File: config.mk
export PLATFORM = sky130hd
export DESIGN_NAME = ccd_clock_ctrl
export DESIGN_NICKNAME = d
export VERILOG_FILES = /design/src/ccd_pkg.sv /design/src/ccd_cnt_if.sv /design/src/ccd_tick_counter.sv /design/src/ccd_clock_ctrl.sv
export SDC_FILE = /design/constraint.sdc
export NUM_CORES = 1
export LEC_CHECK = 0
export BUFFER_PORTS_ARGS = -buffer_cell sky130_fd_sc_hd__buf_2
export CORE_MARGIN = 2
export CORE_UTILIZATION = 49
export CTS_BUF_LIST = sky130_fd_sc_hd__clkbuf_16
export DETAILED_ROUTE_END_ITERATION = 6
export PLACE_DENSITY = 0.74
export SYNTH_ARGS = -nofsm -noshare
export SYNTH_HDL_FRONTEND = slang
export SYNTH_SLANG_ARGS = --single-unit
export TNS_END_PERCENT = 50
File: constraint.sdc
create_clock -name clk_i -period 2.5 [get_ports clk_i]
set_input_delay 0.75 -clock clk_i [delete_from_list [all_inputs] [get_ports clk_i]]
set_output_delay 0.75 -clock clk_i [all_outputs]
set_load 0.02 [all_outputs]
File: src/ccd_pkg.sv
// Shared constants and types of the clock source and domain controller.
package ccd_pkg;

    // ==========================================================
    // Clock rates and derived divider
    // ==========================================================
    localparam int CLK_HZ = 250_000_000;
    localparam int NVM_OSC_HZ = 1_000_000;
    localparam int NVM_DIV = CLK_HZ / NVM_OSC_HZ;
    localparam int DIV_W = 8;

    // ==========================================================
    // Delay counts in oscillator ticks
    // ==========================================================
    localparam int CNT_W = 17;
    localparam int SU_258 = 258;
    localparam int SU_1K = 1024;
    localparam int SU_16K = 16384;
    localparam int SU_32K = 32768;
    localparam int SU_OTHER = 6;
    localparam int RST_DLY_SHORT = 4096;
    localparam int RST_DLY_LONG = 65536;
    localparam int NVM_WRITE_TICKS = 8448;
    localparam int NVM_W = 14;

    // ==========================================================
    // Fuse defaults and source classes
    // ==========================================================
    localparam logic [3:0] CLOCK_SOURCE_SELECT_FUSES_DEFAULT = 4'h1;
    localparam logic [1:0] SUT_DEFAULT = 2'h2;
    localparam logic [3:0] CLOCK_SOURCE_SELECT_FUSES_XTAL_MIN = 4'hA;
    localparam logic [3:0] CLOCK_SOURCE_SELECT_FUSES_LOWFREQ = 4'h9;
    localparam logic [3:0] CLOCK_SOURCE_SELECT_FUSES_RC_MIN = 4'h5;
    localparam logic [3:0] CLOCK_SOURCE_SELECT_FUSES_INT_MIN = 4'h1;

    // ==========================================================
    // Register map and fields
    // ==========================================================
    localparam logic [7:0] ADR_CTRL = 8'h00;
    localparam logic [7:0] ADR_STATUS = 8'h04;
    localparam logic [7:0] ADR_FUSE = 8'h08;
    localparam int CTRL_MODE_LSB = 0;
    localparam int CTRL_GO_BIT = 4;
    localparam int CTRL_NVM_BIT = 5;
    localparam logic [2:0] MODE_RESET = 3'h0;

    typedef enum logic [1:0] {
        PH_RST = 2'h0,
        PH_RUN = 2'h1,
        PH_SLEEP = 2'h3,
        PH_WAKE = 2'h2
    } ccd_phase_t;

    typedef enum logic [2:0] {
        SM_IDLE = 3'h0,
        SM_NOISE = 3'h1,
        SM_PDOWN = 3'h2,
        SM_PSAVE = 3'h3,
        SM_STBY = 3'h6,
        SM_XSTBY = 3'h7
    } ccd_sleep_t;

endpackage

File: src/ccd_cnt_if.sv
// Interface between the controller and one of its tick counters.
`timescale 1ns/1ps
interface ccd_cnt_if #(parameter int W = 17);
    logic load;
    logic [W-1:0] target;
    logic tick;
    logic done;
    modport ctr (input load, input target, input tick, output done);
    modport user (output load, output target, output tick, input done);
endinterface

File: src/ccd_tick_counter.sv
// Down counter of oscillator ticks with a held done flag.
`timescale 1ns/1ps
module ccd_tick_counter #(
    parameter int W = 17
) (
    input wire logic clk_i,
    input wire logic rst_i,
    ccd_cnt_if.ctr cnt
);
    typedef struct packed {
        logic [W-1:0] cnt;
        logic done;
    } ccd_ctr_state_t;

    ccd_ctr_state_t s_r;
    ccd_ctr_state_t s_nxt;

    always_comb begin
        s_nxt = s_r;
        if (cnt.load) begin
            s_nxt.cnt = cnt.target;
            s_nxt.done = (cnt.target == '0);
        end else if (!s_r.done && cnt.tick) begin
            s_nxt.cnt = s_r.cnt - W'(1);
            s_nxt.done = (s_r.cnt == W'(1));
        end
    end

    always_ff @(posedge clk_i) begin
        if (rst_i) begin
            s_r <= '{cnt: '0, done: 1'b0};
        end else begin
            s_r <= s_nxt;
        end
    end

    assign cnt.done = s_r.done;
endmodule

File: src/ccd_clock_ctrl.sv
// Clock source selection, start-up timing and domain gating controller.
// Operation
// - Four-bit clock select fuse picks crystal, low-frequency, RC, internal RC or external.
// - A fuse bit at one is unprogrammed, at zero programmed.
// - Waking from power-down or power-save counts start-up on the selected source.
// - Reset adds zero, 4,096 or 65,536 watchdog oscillator cycles as configured.
// - Unprogrammed defaults are clock select 0001 and start-up select 10.
// - Core clock feeds register file, status and stack; gating it halts the core.
// - Peripheral clock drives timers and serial ports; async interrupts still wake.
// - Two-wire address match wakes the device while the peripheral clock is gated.
// - Program memory clock is enabled and gated together with the core clock.
// - Async timer domain runs from the 32 kHz crystal, also in sleep except power-down and standby.
// - Converter domain stays active in noise reduction sleep while core and peripheral clocks are gated.
// - The sleep mode gates the clocks of unused modules.
// - A write pending at power-down completes and keeps the oscillator running.
// - Non-volatile writes are timed by a 1 MHz tick regardless of fuses.
//
// The register addresses and register access over Wishbone were chosen for this implementation.
`timescale 1ns/1ps
module ccd_clock_ctrl #(
    parameter int SU_16K_TICKS = ccd_pkg::SU_16K,
    parameter int SU_32K_TICKS = ccd_pkg::SU_32K,
    parameter int RST_LONG_TICKS = ccd_pkg::RST_DLY_LONG,
    parameter int NVM_TICKS = ccd_pkg::NVM_WRITE_TICKS
) (
    input wire logic clk_i,
    input wire logic rst_i,
    input wire logic wb_cyc_i,
    input wire logic wb_stb_i,
    input wire logic wb_we_i,
    input wire logic [7:0] wb_adr_i,
    input wire logic [3:0] wb_sel_i,
    input wire logic [31:0] wb_dat_i,
    output logic [31:0] wb_dat_o,
    output logic wb_ack_o,
    input wire logic fuse_loaded_i,
    input wire logic [3:0] clock_source_select_fuses_i,
    input wire logic [1:0] startup_time_fuses_i,
    input wire logic src_osc_tick_i,
    input wire logic watchdog_oscillator_tick_i,
    input wire logic async_xtal_tick_i,
    input wire logic wake_i,
    input wire logic ext_int_async_i,
    input wire logic two_wire_interface_addr_match_i,
    output logic core_clock_en_o,
    output logic peripheral_clock_en_o,
    output logic program_memory_clock_en_o,
    output logic converter_clock_en_o,
    output logic async_timer_clock_en_o,
    output logic domain_rst_o,
    output logic osc_run_o,
    output logic nvm_tick_o,
    output logic nvm_busy_o
);
    localparam int CW = ccd_pkg::CNT_W;

    typedef struct packed {
        ccd_pkg::ccd_phase_t st;
        logic started;
        logic armed;
        logic load_src;
        logic load_wdt;
        logic [3:0] clock_source_select_fuses;
        logic [1:0] startup_time_fuses;
        logic [2:0] mode;
        logic osc_hold;
        logic nvm_busy;
        logic [ccd_pkg::NVM_W-1:0] nvm_cnt;
        logic [ccd_pkg::DIV_W-1:0] div_cnt;
        logic nvm_tick;
        logic [4:0] en;
        logic dom_rst;
        logic osc_run;
        logic ack;
        logic [31:0] dat;
    } ccd_state_t;

    ccd_state_t s_r;
    ccd_state_t s_nxt;
    logic wake_any;
    logic deep_mode;

    ccd_cnt_if #(.W(CW)) src_if ();
    ccd_cnt_if #(.W(CW)) wdt_if ();

    // ==========================================================
    // Start-up and reset delay decode
    // ==========================================================
    function automatic logic [CW-1:0] startup_ticks(input logic [3:0] cs, input logic [1:0] su);
        logic [2:0] k;
        k = {cs[0], su};
        if (cs >= ccd_pkg::CLOCK_SOURCE_SELECT_FUSES_XTAL_MIN) begin
            if (k <= 3'h1) begin
                startup_ticks = CW'(ccd_pkg::SU_258);
            end else if (k <= 3'h4) begin
                startup_ticks = CW'(ccd_pkg::SU_1K);
            end else begin
                startup_ticks = CW'(SU_16K_TICKS);
            end
        end else if (cs == ccd_pkg::CLOCK_SOURCE_SELECT_FUSES_LOWFREQ) begin
            startup_ticks = (su[1] == 1'b0) ? CW'(ccd_pkg::SU_1K) : CW'(SU_32K_TICKS);
        end else begin
            startup_ticks = CW'(ccd_pkg::SU_OTHER);
        end
    endfunction

    function automatic logic [CW-1:0] reset_ticks(input logic [3:0] cs, input logic [1:0] su);
        logic [2:0] k;
        k = {cs[0], su};
        if (cs >= ccd_pkg::CLOCK_SOURCE_SELECT_FUSES_XTAL_MIN) begin
            unique case (k)
                3'h2, 3'h5: reset_ticks = '0;
                3'h0, 3'h3, 3'h6: reset_ticks = CW'(ccd_pkg::RST_DLY_SHORT);
                default: reset_ticks = CW'(RST_LONG_TICKS);
            endcase
        end else begin
            reset_ticks = (su == 2'h0) ? CW'(ccd_pkg::RST_DLY_SHORT) : CW'(RST_LONG_TICKS);
        end
    endfunction

    // ==========================================================
    // Domain gating per phase and sleep mode
    // ==========================================================
    // Bit order is core, peripheral, program memory, converter, async timer.
    function automatic logic [4:0] gate(input ccd_pkg::ccd_phase_t ph, input logic [2:0] md);
        gate = 5'h00;
        unique case (ph)
            ccd_pkg::PH_RST: gate = 5'h00;
            ccd_pkg::PH_RUN: gate = 5'h1F;
            ccd_pkg::PH_WAKE: gate = (md == ccd_pkg::SM_PSAVE) ? 5'h01 : 5'h00;
            ccd_pkg::PH_SLEEP: begin
                unique case (md)
                    ccd_pkg::SM_NOISE: gate = 5'h03;
                    ccd_pkg::SM_PDOWN: gate = 5'h00;
                    ccd_pkg::SM_PSAVE: gate = 5'h01;
                    ccd_pkg::SM_STBY: gate = 5'h00;
                    ccd_pkg::SM_XSTBY: gate = 5'h01;
                    default: gate = 5'h0B;
                endcase
            end
        endcase
    endfunction

    assign wake_any = wake_i | ext_int_async_i | two_wire_interface_addr_match_i;
    assign deep_mode = (s_r.mode == ccd_pkg::SM_PDOWN) || (s_r.mode == ccd_pkg::SM_PSAVE);

    assign src_if.load = s_r.load_src;
    assign src_if.target = startup_ticks(s_r.clock_source_select_fuses, s_r.startup_time_fuses);
    assign src_if.tick = src_osc_tick_i;
    assign wdt_if.load = s_r.load_wdt;
    assign wdt_if.target = reset_ticks(s_r.clock_source_select_fuses, s_r.startup_time_fuses);
    assign wdt_if.tick = watchdog_oscillator_tick_i;

    ccd_tick_counter #(.W(CW)) u_src_cnt (
        .clk_i(clk_i),
        .rst_i(rst_i),
        .cnt(src_if.ctr)
    );

    ccd_tick_counter #(.W(CW)) u_wdt_cnt (
        .clk_i(clk_i),
        .rst_i(rst_i),
        .cnt(wdt_if.ctr)
    );

    // ==========================================================
    // Next state
    // ==========================================================
    always_comb begin
        s_nxt = s_r;
        s_nxt.load_src = 1'b0;
        s_nxt.load_wdt = 1'b0;
        s_nxt.armed = s_r.armed | s_r.load_src;
        s_nxt.ack = wb_cyc_i & wb_stb_i & ~s_r.ack;
        // Fixed 1 MHz tick from the system clock, independent of the fuses.
        if (s_r.div_cnt == ccd_pkg::DIV_W'(ccd_pkg::NVM_DIV - 1)) begin
            s_nxt.div_cnt = '0;
            s_nxt.nvm_tick = 1'b1;
        end else begin
            s_nxt.div_cnt = s_r.div_cnt + ccd_pkg::DIV_W'(1);
            s_nxt.nvm_tick = 1'b0;
        end
        if (s_r.nvm_busy && s_r.nvm_tick) begin
            s_nxt.nvm_cnt = s_r.nvm_cnt - ccd_pkg::NVM_W'(1);
            s_nxt.nvm_busy = (s_r.nvm_cnt != ccd_pkg::NVM_W'(1));
        end
        unique case (s_r.st)
            ccd_pkg::PH_RST: begin
                if (!s_r.started) begin
                    s_nxt.started = 1'b1;
                    s_nxt.load_src = 1'b1;
                    s_nxt.load_wdt = 1'b1;
                    if (fuse_loaded_i) begin
                        s_nxt.clock_source_select_fuses = clock_source_select_fuses_i;
                        s_nxt.startup_time_fuses = startup_time_fuses_i;
                    end
                end else if (s_r.armed && src_if.done && wdt_if.done) begin
                    s_nxt.st = ccd_pkg::PH_RUN;
                    s_nxt.dom_rst = 1'b0;
                end
            end
            ccd_pkg::PH_RUN: begin
            end
            ccd_pkg::PH_SLEEP: begin
                if (deep_mode && s_r.nvm_busy) begin
                    s_nxt.osc_hold = 1'b1;
                end
                if (wake_any) begin
                    if (deep_mode) begin
                        s_nxt.st = ccd_pkg::PH_WAKE;
                        s_nxt.load_src = 1'b1;
                        s_nxt.armed = 1'b0;
                    end else begin
                        s_nxt.st = ccd_pkg::PH_RUN;
                    end
                end
            end
            ccd_pkg::PH_WAKE: begin
                if (s_r.armed && src_if.done) begin
                    s_nxt.st = ccd_pkg::PH_RUN;
                    s_nxt.osc_hold = 1'b0;
                end
            end
        endcase
        // Register writes take effect on the edge that ends the acknowledge.
        if (s_r.ack && wb_cyc_i && wb_stb_i && wb_we_i && wb_sel_i[0] &&
            wb_adr_i == ccd_pkg::ADR_CTRL) begin
            s_nxt.mode = wb_dat_i[ccd_pkg::CTRL_MODE_LSB +: 3];
            if (wb_dat_i[ccd_pkg::CTRL_GO_BIT] && s_r.st == ccd_pkg::PH_RUN) begin
                s_nxt.st = ccd_pkg::PH_SLEEP;
            end
            if (wb_dat_i[ccd_pkg::CTRL_NVM_BIT] && !s_r.nvm_busy) begin
                s_nxt.nvm_busy = 1'b1;
                s_nxt.nvm_cnt = ccd_pkg::NVM_W'(NVM_TICKS);
            end
        end
        s_nxt.dat = 32'h0000_0000;
        if (s_nxt.ack) begin
            unique case (wb_adr_i)
                ccd_pkg::ADR_CTRL: s_nxt.dat = {29'h0, s_r.mode};
                ccd_pkg::ADR_STATUS: s_nxt.dat = {26'h0, s_r.osc_hold, s_r.nvm_busy,
                                                  s_r.osc_run, s_r.dom_rst, s_r.st};
                ccd_pkg::ADR_FUSE: s_nxt.dat = {18'h0, ~s_r.startup_time_fuses, ~s_r.clock_source_select_fuses, 2'h0,
                                                s_r.startup_time_fuses, s_r.clock_source_select_fuses};
                default: s_nxt.dat = 32'h0000_0000;
            endcase
        end
        // Enables are registered levels of the system clock; the async timer output is then ANDed with the unregistered async_xtal_tick_i.
        s_nxt.en = gate(s_nxt.st, s_nxt.mode);
        s_nxt.osc_run = !(s_nxt.st == ccd_pkg::PH_SLEEP && (s_nxt.mode == ccd_pkg::SM_PDOWN ||
                        s_nxt.mode == ccd_pkg::SM_PSAVE)) || s_nxt.nvm_busy || s_nxt.osc_hold;
    end

    always_ff @(posedge clk_i) begin
        if (rst_i) begin
            s_r <= '{st: ccd_pkg::PH_RST, started: 1'b0, armed: 1'b0, load_src: 1'b0,
                     load_wdt: 1'b0, clock_source_select_fuses: ccd_pkg::CLOCK_SOURCE_SELECT_FUSES_DEFAULT,
                     startup_time_fuses: ccd_pkg::SUT_DEFAULT, mode: ccd_pkg::MODE_RESET, osc_hold: 1'b0,
                     nvm_busy: 1'b0, nvm_cnt: '0, div_cnt: '0, nvm_tick: 1'b0, en: 5'h00,
                     dom_rst: 1'b1, osc_run: 1'b1, ack: 1'b0, dat: 32'h0000_0000};
        end else begin
            s_r <= s_nxt;
        end
    end

    // ==========================================================
    // Outputs
    // ==========================================================
    assign core_clock_en_o = s_r.en[4];
    assign peripheral_clock_en_o = s_r.en[3];
    assign program_memory_clock_en_o = s_r.en[2];
    assign converter_clock_en_o = s_r.en[1];
    assign async_timer_clock_en_o = s_r.en[0] & async_xtal_tick_i;
    assign domain_rst_o = s_r.dom_rst;
    assign osc_run_o = s_r.osc_run;
    assign nvm_tick_o = s_r.nvm_tick;
    assign nvm_busy_o = s_r.nvm_busy;
    assign wb_ack_o = s_r.ack;
    assign wb_dat_o = s_r.dat;

    // ==========================================================
    // Assertions
    // ==========================================================
    a_core_flash_pair: assert property (
        @(posedge clk_i) disable iff (rst_i) core_clock_en_o == program_memory_clock_en_o)
        else $error("program memory clock not paired with core clock");

    a_rst_holds_domains: assert property (
        @(posedge clk_i) disable iff (rst_i)
        (s_r.st == ccd_pkg::PH_RST) |-> (domain_rst_o && !core_clock_en_o))
        else $error("domain released or clocked during reset phase");

    a_release_needs_wdt: assert property (
        @(posedge clk_i) disable iff (rst_i)
        $fell(domain_rst_o) |-> $past(wdt_if.done) && $past(src_if.done))
        else $error("domain reset released before delay counts finished");

    a_noise_conv_on: assert property (
        @(posedge clk_i) disable iff (rst_i)
        (s_r.st == ccd_pkg::PH_SLEEP && s_r.mode == ccd_pkg::SM_NOISE) |->
        (converter_clock_en_o && !core_clock_en_o && !peripheral_clock_en_o))
        else $error("converter domain wrong in noise reduction sleep");

    a_deep_wake_start: assert property (
        @(posedge clk_i) disable iff (rst_i)
        (s_r.st == ccd_pkg::PH_SLEEP && deep_mode && wake_any) |=>
        (s_r.st == ccd_pkg::PH_WAKE) ##1 s_r.armed [*1] ##0 !core_clock_en_o)
        else $error("deep sleep wake did not start the oscillator count");

    a_async_wake: assert property (
        @(posedge clk_i) disable iff (rst_i)
        (s_r.st == ccd_pkg::PH_SLEEP && !deep_mode && ext_int_async_i) |=>
        (s_r.st == ccd_pkg::PH_RUN) ##1 core_clock_en_o)
        else $error("async interrupt did not wake the device");

    a_osc_kept: assert property (
        @(posedge clk_i) disable iff (rst_i)
        (s_r.st == ccd_pkg::PH_SLEEP && s_r.mode == ccd_pkg::SM_PDOWN && s_r.nvm_busy) |=>
        osc_run_o)
        else $error("oscillator stopped while a write is pending");

    a_tick_spacing: assert property (
        @(posedge clk_i) disable iff (rst_i)
        nvm_tick_o |=> !nvm_tick_o [*8] ##242 nvm_tick_o)
        else $error("write timing tick is not one per microsecond");

    a_default_fuses: assert property (
        @(posedge clk_i) disable iff (rst_i)
        (!s_r.started && !fuse_loaded_i) |=>
        (s_r.clock_source_select_fuses == ccd_pkg::CLOCK_SOURCE_SELECT_FUSES_DEFAULT && s_r.startup_time_fuses == ccd_pkg::SUT_DEFAULT))
        else $error("blank fuses did not give the factory defaults");

    a_ack_single: assert property (
        @(posedge clk_i) disable iff (rst_i) wb_ack_o |=> !wb_ack_o)
        else $error("acknowledge held for more than one cycle");

    a_pdown_all_off: assert property (
        @(posedge clk_i) disable iff (rst_i)
        (s_r.st == ccd_pkg::PH_SLEEP && s_r.mode == ccd_pkg::SM_PDOWN) |->
        (s_r.en == 5'h00))
        else $error("a clock domain runs in power-down sleep");

    a_wake_core_off: assert property (
        @(posedge clk_i) disable iff (rst_i)
        (s_r.st == ccd_pkg::PH_WAKE) |-> (!core_clock_en_o && !program_memory_clock_en_o))
        else $error("core clocked before the start-up count ended");
endmodule

**Word-level counts from Yosys, hierarchy flattened**

Cells that the tools add are included.

- Multiplexer cells: 38
- Bitwise gates (word level): 12
- Add/sub/neg operators: 4
- Reductions and logical operators: 40
- Equality and inequality tests: 24
- Divide/modulo/power cells: 0
- Order comparisons: 3
- Shift operators: 0
- Multiply operators: 0

Operators by type and width:

| cell | count |
|---|---|
| 2-to-1 mux 15 bit | 5 |
| 2-to-1 mux 18 bit | 4 |
| 2-to-1 mux 17 bit | 3 |
| one-hot mux 14 bit (3 select lines) | 1 |
| == test 17 x 1 -> 1 bit (second input constant) | 2 |
| zero test 17 bit | 2 |
| one-hot mux 17 bit (2 select lines) | 1 |
| subtractor 17 x 1 -> 17 bit (second input constant) | 2 |
| 2-to-1 mux 16 bit | 2 |
| one-hot mux 5 bit (4 select lines) | 1 |
| == test 3 x 2 -> 1 bit (second input constant) | 6 |
| 2-to-1 mux 2 bit | 9 |
| logical AND 1 bit | 14 |
| inequality test 14 x 1 -> 1 bit (second input constant) | 1 |
| subtractor 14 x 1 -> 14 bit (second input constant) | 1 |
| == test 3 bit (second input constant) | 4 |
| one-hot mux 4 bit (3 select lines) | 1 |
| OR reduction 2 bit | 6 |
| adder 8 x 1 -> 8 bit (second input constant) | 1 |
| == test 2 bit (second input constant) | 4 |
| == test 8 x 3 -> 1 bit (second input constant) | 1 |
| == test 8 x 4 -> 1 bit (second input constant) | 1 |
| == test 8 bit (second input constant) | 1 |
| zero test 8 bit | 1 |
| 24 further kinds | 47 |

- Register bits: 116
- Output and inout port bits: 42
- Input port bits: 62
- Memories kept: 0
- Logic and storage cells: 143
- Memory bits (writable): 0
- ROM bits: 0
- Latch bits: 0

**Logic depth before layout (Yosys ltp)**

Gate-level depths: netlist of the first run.

- Depth after elaboration: 12
- Depth in mapped cells: 8
- Gate-level depth less buffers: 8

**Cells and area by module**

From an unflattened synthesis of the first run, not the netlist that was laid out.

- Cell total of the unflattened synthesis: 602
- Area, all modules: 5,139.9 um^2

Modules (own cells, without submodules):

| module | seq. area each (um^2) | area an instance (um^2) | cells an instance | times used |
|---|---|---|---|---|
| ccd_clock_ctrl | 1,181.1 | 2,912.8 | 336 | 1 |
| ccd_tick_counter | 360.3 | 1,113.6 | 133 | 2 |

**Least setup slack after synthesis of the first run**

No wires, ideal clock.

- Path type: input to register
- Start point: in wb_adr_i[1]
- End point: reg s_r (netlist bit osc_run_o)
- Data required time: 2.373 ns
- Arrival time: 2.250 ns
- Buffers on the path: 0
- Stages: 5
- Setup time: 0.127 ns
- Slack: 0.123 ns
- Cells stage by stage: nor4_1 -> nand3_1 -> o221a_2 -> or2_2 -> or3_1

- Longest elaborated chain between the ends: 9
- Elaborated cells on any way between the ends: 13
- Those cells by class: 3 x eq/ne; 3 x mux; 7 x reduce/logical

Ends and longest elaborated chain:

| what | line | source |
|---|---|---|
| from (decl) | ccd_clock_ctrl.sv:31 | `input wire logic [7:0] wb_adr_i,` |
| zero test 8 bit (*) | ccd_clock_ctrl.sv:227 | `wb_adr_i == ccd_pkg::ADR_CTRL) begin` |
| logical AND 1 bit (*) | ccd_clock_ctrl.sv:226 | `if (s_r.ack && wb_cyc_i && wb_stb_i && wb_we_i && wb_sel_i[0] &&` |
| 2-to-1 mux 3 bit | ccd_clock_ctrl.sv:226 |  |
| == test 3 x 2 -> 1 bit (on tied branches) | ccd_clock_ctrl.sv:250, ccd_clock_ctrl.sv:251 |  |
| logical OR 1 bit | ccd_clock_ctrl.sv:250 | `s_nxt.osc_run = !(s_nxt.st == ccd_pkg::PH_SLEEP && (s_nxt.mode == ccd_pkg::SM_PDOWN \|\|` |
| logical AND 1 bit | ccd_clock_ctrl.sv:250 |  |
| zero test 1 bit | ccd_clock_ctrl.sv:250 |  |
| logical OR 1 bit (*) (2 in a row) | ccd_clock_ctrl.sv:251 | `s_nxt.mode == ccd_pkg::SM_PSAVE)) \|\| s_nxt.nvm_busy \|\| s_nxt.osc_hold;` |
| to (signal assigned) | ccd_clock_ctrl.sv:256 | `s_r <= '{st: ccd_pkg::PH_RST, started: 1'b0, armed: 1'b0, load_src: 1'b0,` |
| to (signal assigned) | ccd_clock_ctrl.sv:262 | `s_r <= s_nxt;` |
| to (decl) | ccd_clock_ctrl.sv:78 | `ccd_state_t s_r;` |

Every way passes the cells marked *; elsewhere a longest branch is shown, timed or not.
A chain may end at the register's enable or synchronous reset.

**Final worst setup path of the first run**

- Start point: reg s_r[79] in the netlist's numbering
- End point: reg s_r (netlist bit osc_run_o)

- Longest elaborated chain between the ends: 10
- Elaborated cells on any way between the ends: 18
- Those cells by class: 4 x eq/ne; 8 x mux; 6 x reduce/logical

Ends and longest elaborated chain:

| what | line | source |
|---|---|---|
| 2-to-1 mux 2 bit | ccd_clock_ctrl.sv:197 | `end else if (s_r.armed && src_if.done && wdt_if.done) begin` |
| 2-to-1 mux 2 bit | ccd_clock_ctrl.sv:189 | `if (!s_r.started) begin` |
| one-hot mux 2 bit (3 select lines) | ccd_clock_ctrl.sv:187 | `unique case (s_r.st)` |
| 2-to-1 mux 2 bit | ccd_clock_ctrl.sv:229 | `if (wb_dat_i[ccd_pkg::CTRL_GO_BIT] && s_r.st == ccd_pkg::PH_RUN) begin` |
| 2-to-1 mux 2 bit | ccd_clock_ctrl.sv:226 |  |
| == test 2 bit | ccd_clock_ctrl.sv:250 |  |
| logical AND 1 bit | ccd_clock_ctrl.sv:250 |  |
| zero test 1 bit | ccd_clock_ctrl.sv:250 |  |
| logical OR 1 bit | ccd_clock_ctrl.sv:251 |  |
| logical OR 1 bit (*) | ccd_clock_ctrl.sv:251 |  |

Marked as above.

==> results of run 1 <==
==> cells in the mapped netlist, types with 11 or more instances <==
| cell type | n |
|---|---|
| dfxtp_1 | 95 |
| nor2_1 | 92 |
| nand2_1 | 36 |
| buf_4 | 34 |
| a21oi_1 | 25 |
| xnor2_1 | 25 |
| o21ai_0 | 17 |
| xor2_1 | 17 |
| nor3_1 | 16 |
| nand3_1 | 15 |
| inv_1 | 14 |
| ha_1 | 13 |
| mux2i_1 | 12 |
| clkbuf_1 | 11 |
==> final cells by class <==
class                           count  area (sq um)  share of cell area
Clock inverter                      6          52.6              0.0104
Clock buffer                        9           225              0.0445
Timing Repair Buffer               68           390              0.0771
Tap cell                          108           135              0.0267
Multi-Input combinational cell    385          2310               0.455
Sequential cell                    95          1900               0.376
Inverter                           14          52.6              0.0104
==> power by group through the flow <==
stage / Combinational, mW / Clock, mW / Sequential [mW]
floorplan: 0.471 / 0 / 1.70
global placement: 0.533 / 0 / 1.72
detailed placement: 0.550 / 0 / 1.73
CTS: 0.556 / 1.31 / 1.70
global route: 0.623 / 1.38 / 1.71
finish: 0.555 / 1.30 / 1.70
==> flip-flops by register name, indices dropped and copies added, names as in the netlist <==
signal,cells
u_src_cnt.s_r,17
u_src_cnt.cnt.done,1
u_wdt_cnt.cnt.done,1
domain_rst_o,1
wdt_if.load,1
osc_run_o,1
s_r,37
wb_dat_o,12
program_memory_clock_en_o,1
u_wdt_cnt.s_r,17
peripheral_clock_en_o,1
nvm_tick_o,1
src_if.load,1
nvm_busy_o,1
wb_ack_o,1
converter_clock_en_o,1
==> routing by layer <==
metal | vias up | part of all wire | GRT usage | wire, um
met3 | 13 | 0.043 | 0.0383 | 412
met1 | 1733 | 0.44 | 0.233 | 4240
met5 | - | 0 | 0 | 0
li1 | 1838 | - | - | -
met4 | 0 | 0.018 | 0.0875 | 177
met2 | 77 | 0.50 | 0.354 | 4810
==> worst max-delay path, stage by stage, from the launching register on <==
cell and delay, ns:
dfxtp_1 0.36, inv_1 0.15, ha_1 0.28, nor2_1 0.07, o21bai_1 0.16, a31oi_1 0.10, o221a_2 0.27, or2_2 0.28
or3_1 0.36
==> final timing paths <==
kind         slack (ns)  cells after the start                    to
min                0.48                      1    s_r[41]$_SDFF_PP0_
max reg2reg        0.33                      8  osc_run_o$_SDFF_PP1_
max                0.33                      8  osc_run_o$_SDFF_PP1_
min reg2reg        0.48                      1    s_r[41]$_SDFF_PP0_
==> placed cells by master, fill, tap and decap left out, drive strengths merged, types with 16 or more instances in the layout <==
cell type  Yosys  final
a21oi         25     25
buf           39     68
conb           1     20
dfxtp         95     95
nand2         36     36
nor2          92     92
nor3          16     16
o21ai         17     17
xnor2         25     25
xor2          17     17
==> metrics by stage <==
step / total power [mW] / utilization / hold slack [ns]
floorplan: 2.17 / - / 0.433
global placement: 2.26 / 0.543 / 0.447
detailed placement: 2.28 / 0.543 / 0.471
CTS: 3.57 / 0.575 / 0.483
global route: 3.71 / 0.575 / 0.517
finish: 3.55 / 0.575 / 0.484
==> logic make-up (layout without fill, tap and decap cells) <==
family | after synthesis | count (layout)
AND/OR/NAND/NOR | 220 | 220
flip-flops | 95 | 95
AO/OA/AOI/OAI | 77 | 77
buffers and inverters | 64 | 97
XOR/XNOR | 42 | 42
adder cells (fa/ha/maj) | 13 | 13
multiplexers | 13 | 13
other | 1 | 20
==> results.sh, run 1 <==
export IMPL_status="finished, final reports clean"
export IMPL_p_leak_nw=2.12
export IMPL_final_cell_area_sq_mm=0.00506
export IMPL_hold_path_class="flop to flop"
export IMPL_start_util=0.512
export IMPL_syn_area_sq_mm=0.00451
export IMPL_drive_above_1_share=0.165
export IMPL_cts_tree="yes"
export IMPL_skew_ns=0.00628
export IMPL_grt_pass1_vias=3497
export IMPL_synth_cells=525
export IMPL_htree_num_levels=3
export IMPL_path_clk_slew_ns=0.06
export IMPL_synth_area_leaders="dfxtp_1, nor2_1, buf_4"
export IMPL_place_hpwl_um=7220
export IMPL_seqPwrFrac=0.479
export IMPL_io_buffers=53
export IMPL_dpl_worst_slack_ns=0.00853
export IMPL_finalSetupTns_ns=0
export IMPL_ios=104
export IMPL_avgViaCountPerCell=5.34
export IMPL_wl_per_cell_um=14.1
export IMPL_synth_compound_area_frac=0.109
export IMPL_cts_hold_buf=0
export IMPL_ctsResizeCount=0
export IMPL_drc=0
export IMPL_diodes=0
export IMPL_rsz0062_at_grt="false"
export IMPL_fin_crit_sh=0.869
export IMPL_ir_worst_vdd_mv=0.481
export IMPL_layout_nets=648
export IMPL_hold_path_startpoint="s_r[41]$_SDFF_PP0_"
export IMPL_synth_edf_count=0
export IMPL_drv_cap=0
export IMPL_r2r_start="s_r[79]$_SDFF_PP0_"
export IMPL_fillers=784
export IMPL_synth_fa_ha_area_frac=0.0361
export IMPL_final_cells=685
export IMPL_fin_ws_ns=0.328
export IMPL_cp_start_kind="flop"
export IMPL_cts_root_buf="clkbuf_16"
export IMPL_cts_made_buffers=9
export IMPL_placed_cell_area_sq_mm=0.00479
export IMPL_synth_top_flop_cell="dfxtp_1"
export IMPL_dr_total_vias=3661
export IMPL_synth_seq_area_share=0.422
export IMPL_grt_usage=0.199
export IMPL_synth_top_cell_area_share=0.422
export IMPL_drt_wl_total_um=9640
export IMPL_rows=34
export IMPL_drtAntennaViolNets=0
export IMPL_final_hold_viol_count=0
export IMPL_slew_violations=0
export IMPL_synth_xor_area_frac=0.0816
export IMPL_crit_arrival_ns=2.39
export IMPL_p_sw_mw=0.930
export IMPL_drt_initial_drc_count=128
export IMPL_area_growth_pct=12.3
export IMPL_coreArea_sq_mm=0.00881
export IMPL_synth_top_family_by_area="simple AND/OR/NAND/NOR gates"
export IMPL_syn_avg_cell_area_sq_um=8.59
export IMPL_ys_warn_count=0
export IMPL_period_minus_slack_ns=2.17
export IMPL_p_int_mw=2.62
export IMPL_timing_fmax_mhz=460
export IMPL_clockPowerShare=0.365
export IMPL_clockBufferDepth=2
export IMPL_ys_ff_latch=95
export IMPL_gp_routability_congestion=0.827
export IMPL_die_x_um=99.9
export IMPL_end_kind="flop"
export IMPL_powerDensity_mw_per_mm2=701
export IMPL_synth_simple_gate_area_frac=0.239
export IMPL_async_reset_ff_frac=0
export IMPL_die_area_sq_mm=0.00998
export IMPL_setup_viol=0
export IMPL_grt_max_degree=19
export IMPL_grt_overflow=0
export IMPL_critPathMaxFanout=6
export IMPL_power_frac_comb=0.156
export IMPL_clock_sinks=95
export IMPL_synth_distinct_cells=52
export IMPL_worst_pin_slew_ns=0.880
export IMPL_switching_share=0.262
export IMPL_die_y_um=99.9
export IMPL_dr_pass1_iters=4
export IMPL_worstSkewPairLatency_ns=0.33
export IMPL_muxShareOfSynthArea=0.0291
export IMPL_grt_first_pass_wirelength_um=15800
export IMPL_worstPathRequired_ns=2.71
export IMPL_yosys_area_top_type="dfxtp_1"
export IMPL_relSlewSlack=0.409
export IMPL_crit_type="flop to flop"
export IMPL_place_inst=670
export IMPL_postCtsSetupBuffers=0
export IMPL_antenna_found_initial=0
export IMPL_crit_path_start="s_r[79]$_SDFF_PP0_"
Note: power is estimated with default switching activity, not from simulation.
==> run 2: changes to the inputs <==
--- a/config.mk
+++ b/config.mk
@@ -11,6 +11,7 @@
 export CTS_BUF_LIST = sky130_fd_sc_hd__clkbuf_16
 export DETAILED_ROUTE_END_ITERATION = 6
 export PLACE_DENSITY = 0.74
+export RECOVER_POWER = 50
 export SYNTH_ARGS = -nofsm -noshare
 export SYNTH_HDL_FRONTEND = slang
 export SYNTH_SLANG_ARGS = --single-unit
==> run 2 against run 1 <==
Hold slack got worse by 0.0046 ns. Global-route usage did not move. Count of clock-buffer cells in the layout did not move. Critical path depth did not move. Combinational power barely moved. Flip-flop and latch count did not move. Maximum frequency rose by 0.13%.
==> results.sh, run 2 (synthesis results as in run 1) <==
export IMPL_worstSkewPairLatency_ns=0.33
export IMPL_coreArea_sq_mm=0.00881
export IMPL_htree_num_levels=3
export IMPL_dpl_worst_slack_ns=0.00853
export IMPL_cts_root_buf="clkbuf_16"
export IMPL_status="finished, final reports clean"
export IMPL_drt_wl_total_um=9630
export IMPL_drive_above_1_share=0.125
export IMPL_skew_ns=0.00625
export IMPL_diodes=0
export IMPL_dr_total_vias=3643
export IMPL_seqPwrFrac=0.479
export IMPL_largest_register_ffs=37
export IMPL_placed_cell_area_sq_mm=0.00479
export IMPL_power_frac_comb=0.156
export IMPL_final_hold_viol_count=0
export IMPL_clockPowerShare=0.365
export IMPL_fin_crit_sh=0.868
export IMPL_area_growth_pct=11.7
export IMPL_dr_pass1_iters=4
export IMPL_top_regs="s_r x37, u_src_cnt.s_r x17, u_wdt_cnt.s_r x17"
export IMPL_drv_cap=0
export IMPL_p_leak_nw=2.03
export IMPL_setup_viol=0
export IMPL_p_int_mw=2.62
export IMPL_fin_ws_ns=0.331
export IMPL_grt_first_pass_wirelength_um=15800
export IMPL_worstPathRequired_ns=2.71
export IMPL_ir_worst_vdd_mv=0.480
export IMPL_layout_nets=648
export IMPL_cp_start_kind="flop"
export IMPL_io_buffers=53
export IMPL_worst_pin_slew_ns=0.895
export IMPL_start_util=0.512
export IMPL_crit_type="flop to flop"
export IMPL_die_y_um=99.9
export IMPL_cts_tree="yes"
export IMPL_period_minus_slack_ns=2.17
export IMPL_powerDensity_mw_per_mm2=705
export IMPL_layout_commonest_cell="dfxtp_1"
export IMPL_switching_share=0.262
export IMPL_clockBufferDepth=2
export IMPL_place_hpwl_um=7220
export IMPL_critPathMaxFanout=6
export IMPL_finalSetupTns_ns=0
export IMPL_ctsResizeCount=0
export IMPL_grt_max_degree=19
export IMPL_crit_arrival_ns=2.38
export IMPL_p_sw_mw=0.930
export IMPL_drc=0
export IMPL_final_util=0.572
export IMPL_antenna_found_initial=0
export IMPL_relSlewSlack=0.403
export IMPL_die_area_sq_mm=0.00998
export IMPL_rsz0062_at_grt="false"
export IMPL_drtAntennaViolNets=0
export IMPL_end_kind="flop"
export IMPL_postCtsSetupBuffers=0
export IMPL_die_x_um=99.9
export IMPL_rows=34
export IMPL_grt_pass1_vias=3497
export IMPL_slew_violations=0
export IMPL_cts_made_buffers=9
export IMPL_grt_usage=0.199
export IMPL_ios=104
export IMPL_hold_worst_slack_ns=0.479
export IMPL_gp_routability_congestion=0.827
export IMPL_cts_hold_buf=0
export IMPL_wl_per_cell_um=14.1
export IMPL_timing_fmax_mhz=461
export IMPL_final_cell_mix="dfxtp_1, nor2_1, nand2_1"
export IMPL_clock_sinks=95
export IMPL_avgViaCountPerCell=5.32
export IMPL_hold_path_class="flop to flop"
export IMPL_regMostFlops="s_r"
export IMPL_path_clk_slew_ns=0.06
export IMPL_drt_initial_drc_count=130
export IMPL_grt_overflow=0
export IMPL_final_cell_area_sq_mm=0.00503
-- run 2: cell count changes in the layout (fill, tap and decap cells not counted) --
cell      change
buf_2        -20
clkbuf_1     +21
or2_0         +2
buf_4         -1
or2_2         -2
-- run 2: per-layer routing --
layer	up-vias	global-route usage	part of all wire
met4	0	0.0875	0.022
met1	1714	0.233	0.44
met2	74	0.354	0.50
met5	-	0	0
met3	16	0.0383	0.044
li1	1839	-	-
-- run 2: final timing paths --
check / slack [ns] / to / from / depth (start not counted)
worst min register to register: 0.48 / s_r[41]$_SDFF_PP0_ / s_r[41]$_SDFF_PP0_ / 1
worst min-delay path: 0.48 / s_r[41]$_SDFF_PP0_ / s_r[41]$_SDFF_PP0_ / 1
worst max-delay path: 0.33 / osc_run_o$_SDFF_PP1_ / s_r[79]$_SDFF_PP0_ / 8
worst max register to register: 0.33 / osc_run_o$_SDFF_PP1_ / s_r[79]$_SDFF_PP0_ / 8
-- run 2: power groups by stage --
stage / clock network (mW) / logic (mW) / registers, mW
4_1_cts: 1.31 / 0.556 / 1.70
6_report: 1.30 / 0.553 / 1.70
3_3_place_gp: 0 / 0.533 / 1.72
3_5_place_dp: 0 / 0.550 / 1.73
5_1_grt: 1.38 / 0.622 / 1.71
2_1_floorplan: 0 / 0.471 / 1.70
-- run 2: through the flow --
| step | std cells | total power [mW] |
|---|---|---|
| 6_report | 685 | 3.55 |
| 5_1_grt | 685 | 3.71 |
| 2_1_floorplan | 544 | 2.17 |
| 3_3_place_gp | 670 | 2.26 |
| 3_5_place_dp | 670 | 2.28 |
| 4_1_cts | 685 | 3.57 |
-- run 2: final cells by class --
class                   instances  area (sq um)
clock inverters                 6          52.6
clock buffers                   9           225
multi-input cells             385          2310
inverters                      14          52.6
well taps                     108           135
fillers                       785          3770
flip-flops and latches         95          1900
repair buffers                 68           362
-- run 2: worst max-delay path: stages (launching register included) --
cell and delay, ns:
dfxtp_1 0.36, inv_1 0.15, ha_1 0.28, nor2_1 0.07
o21bai_1 0.16, a31oi_1 0.10, o221a_2 0.27, or2_2 0.28
or3_1 0.36
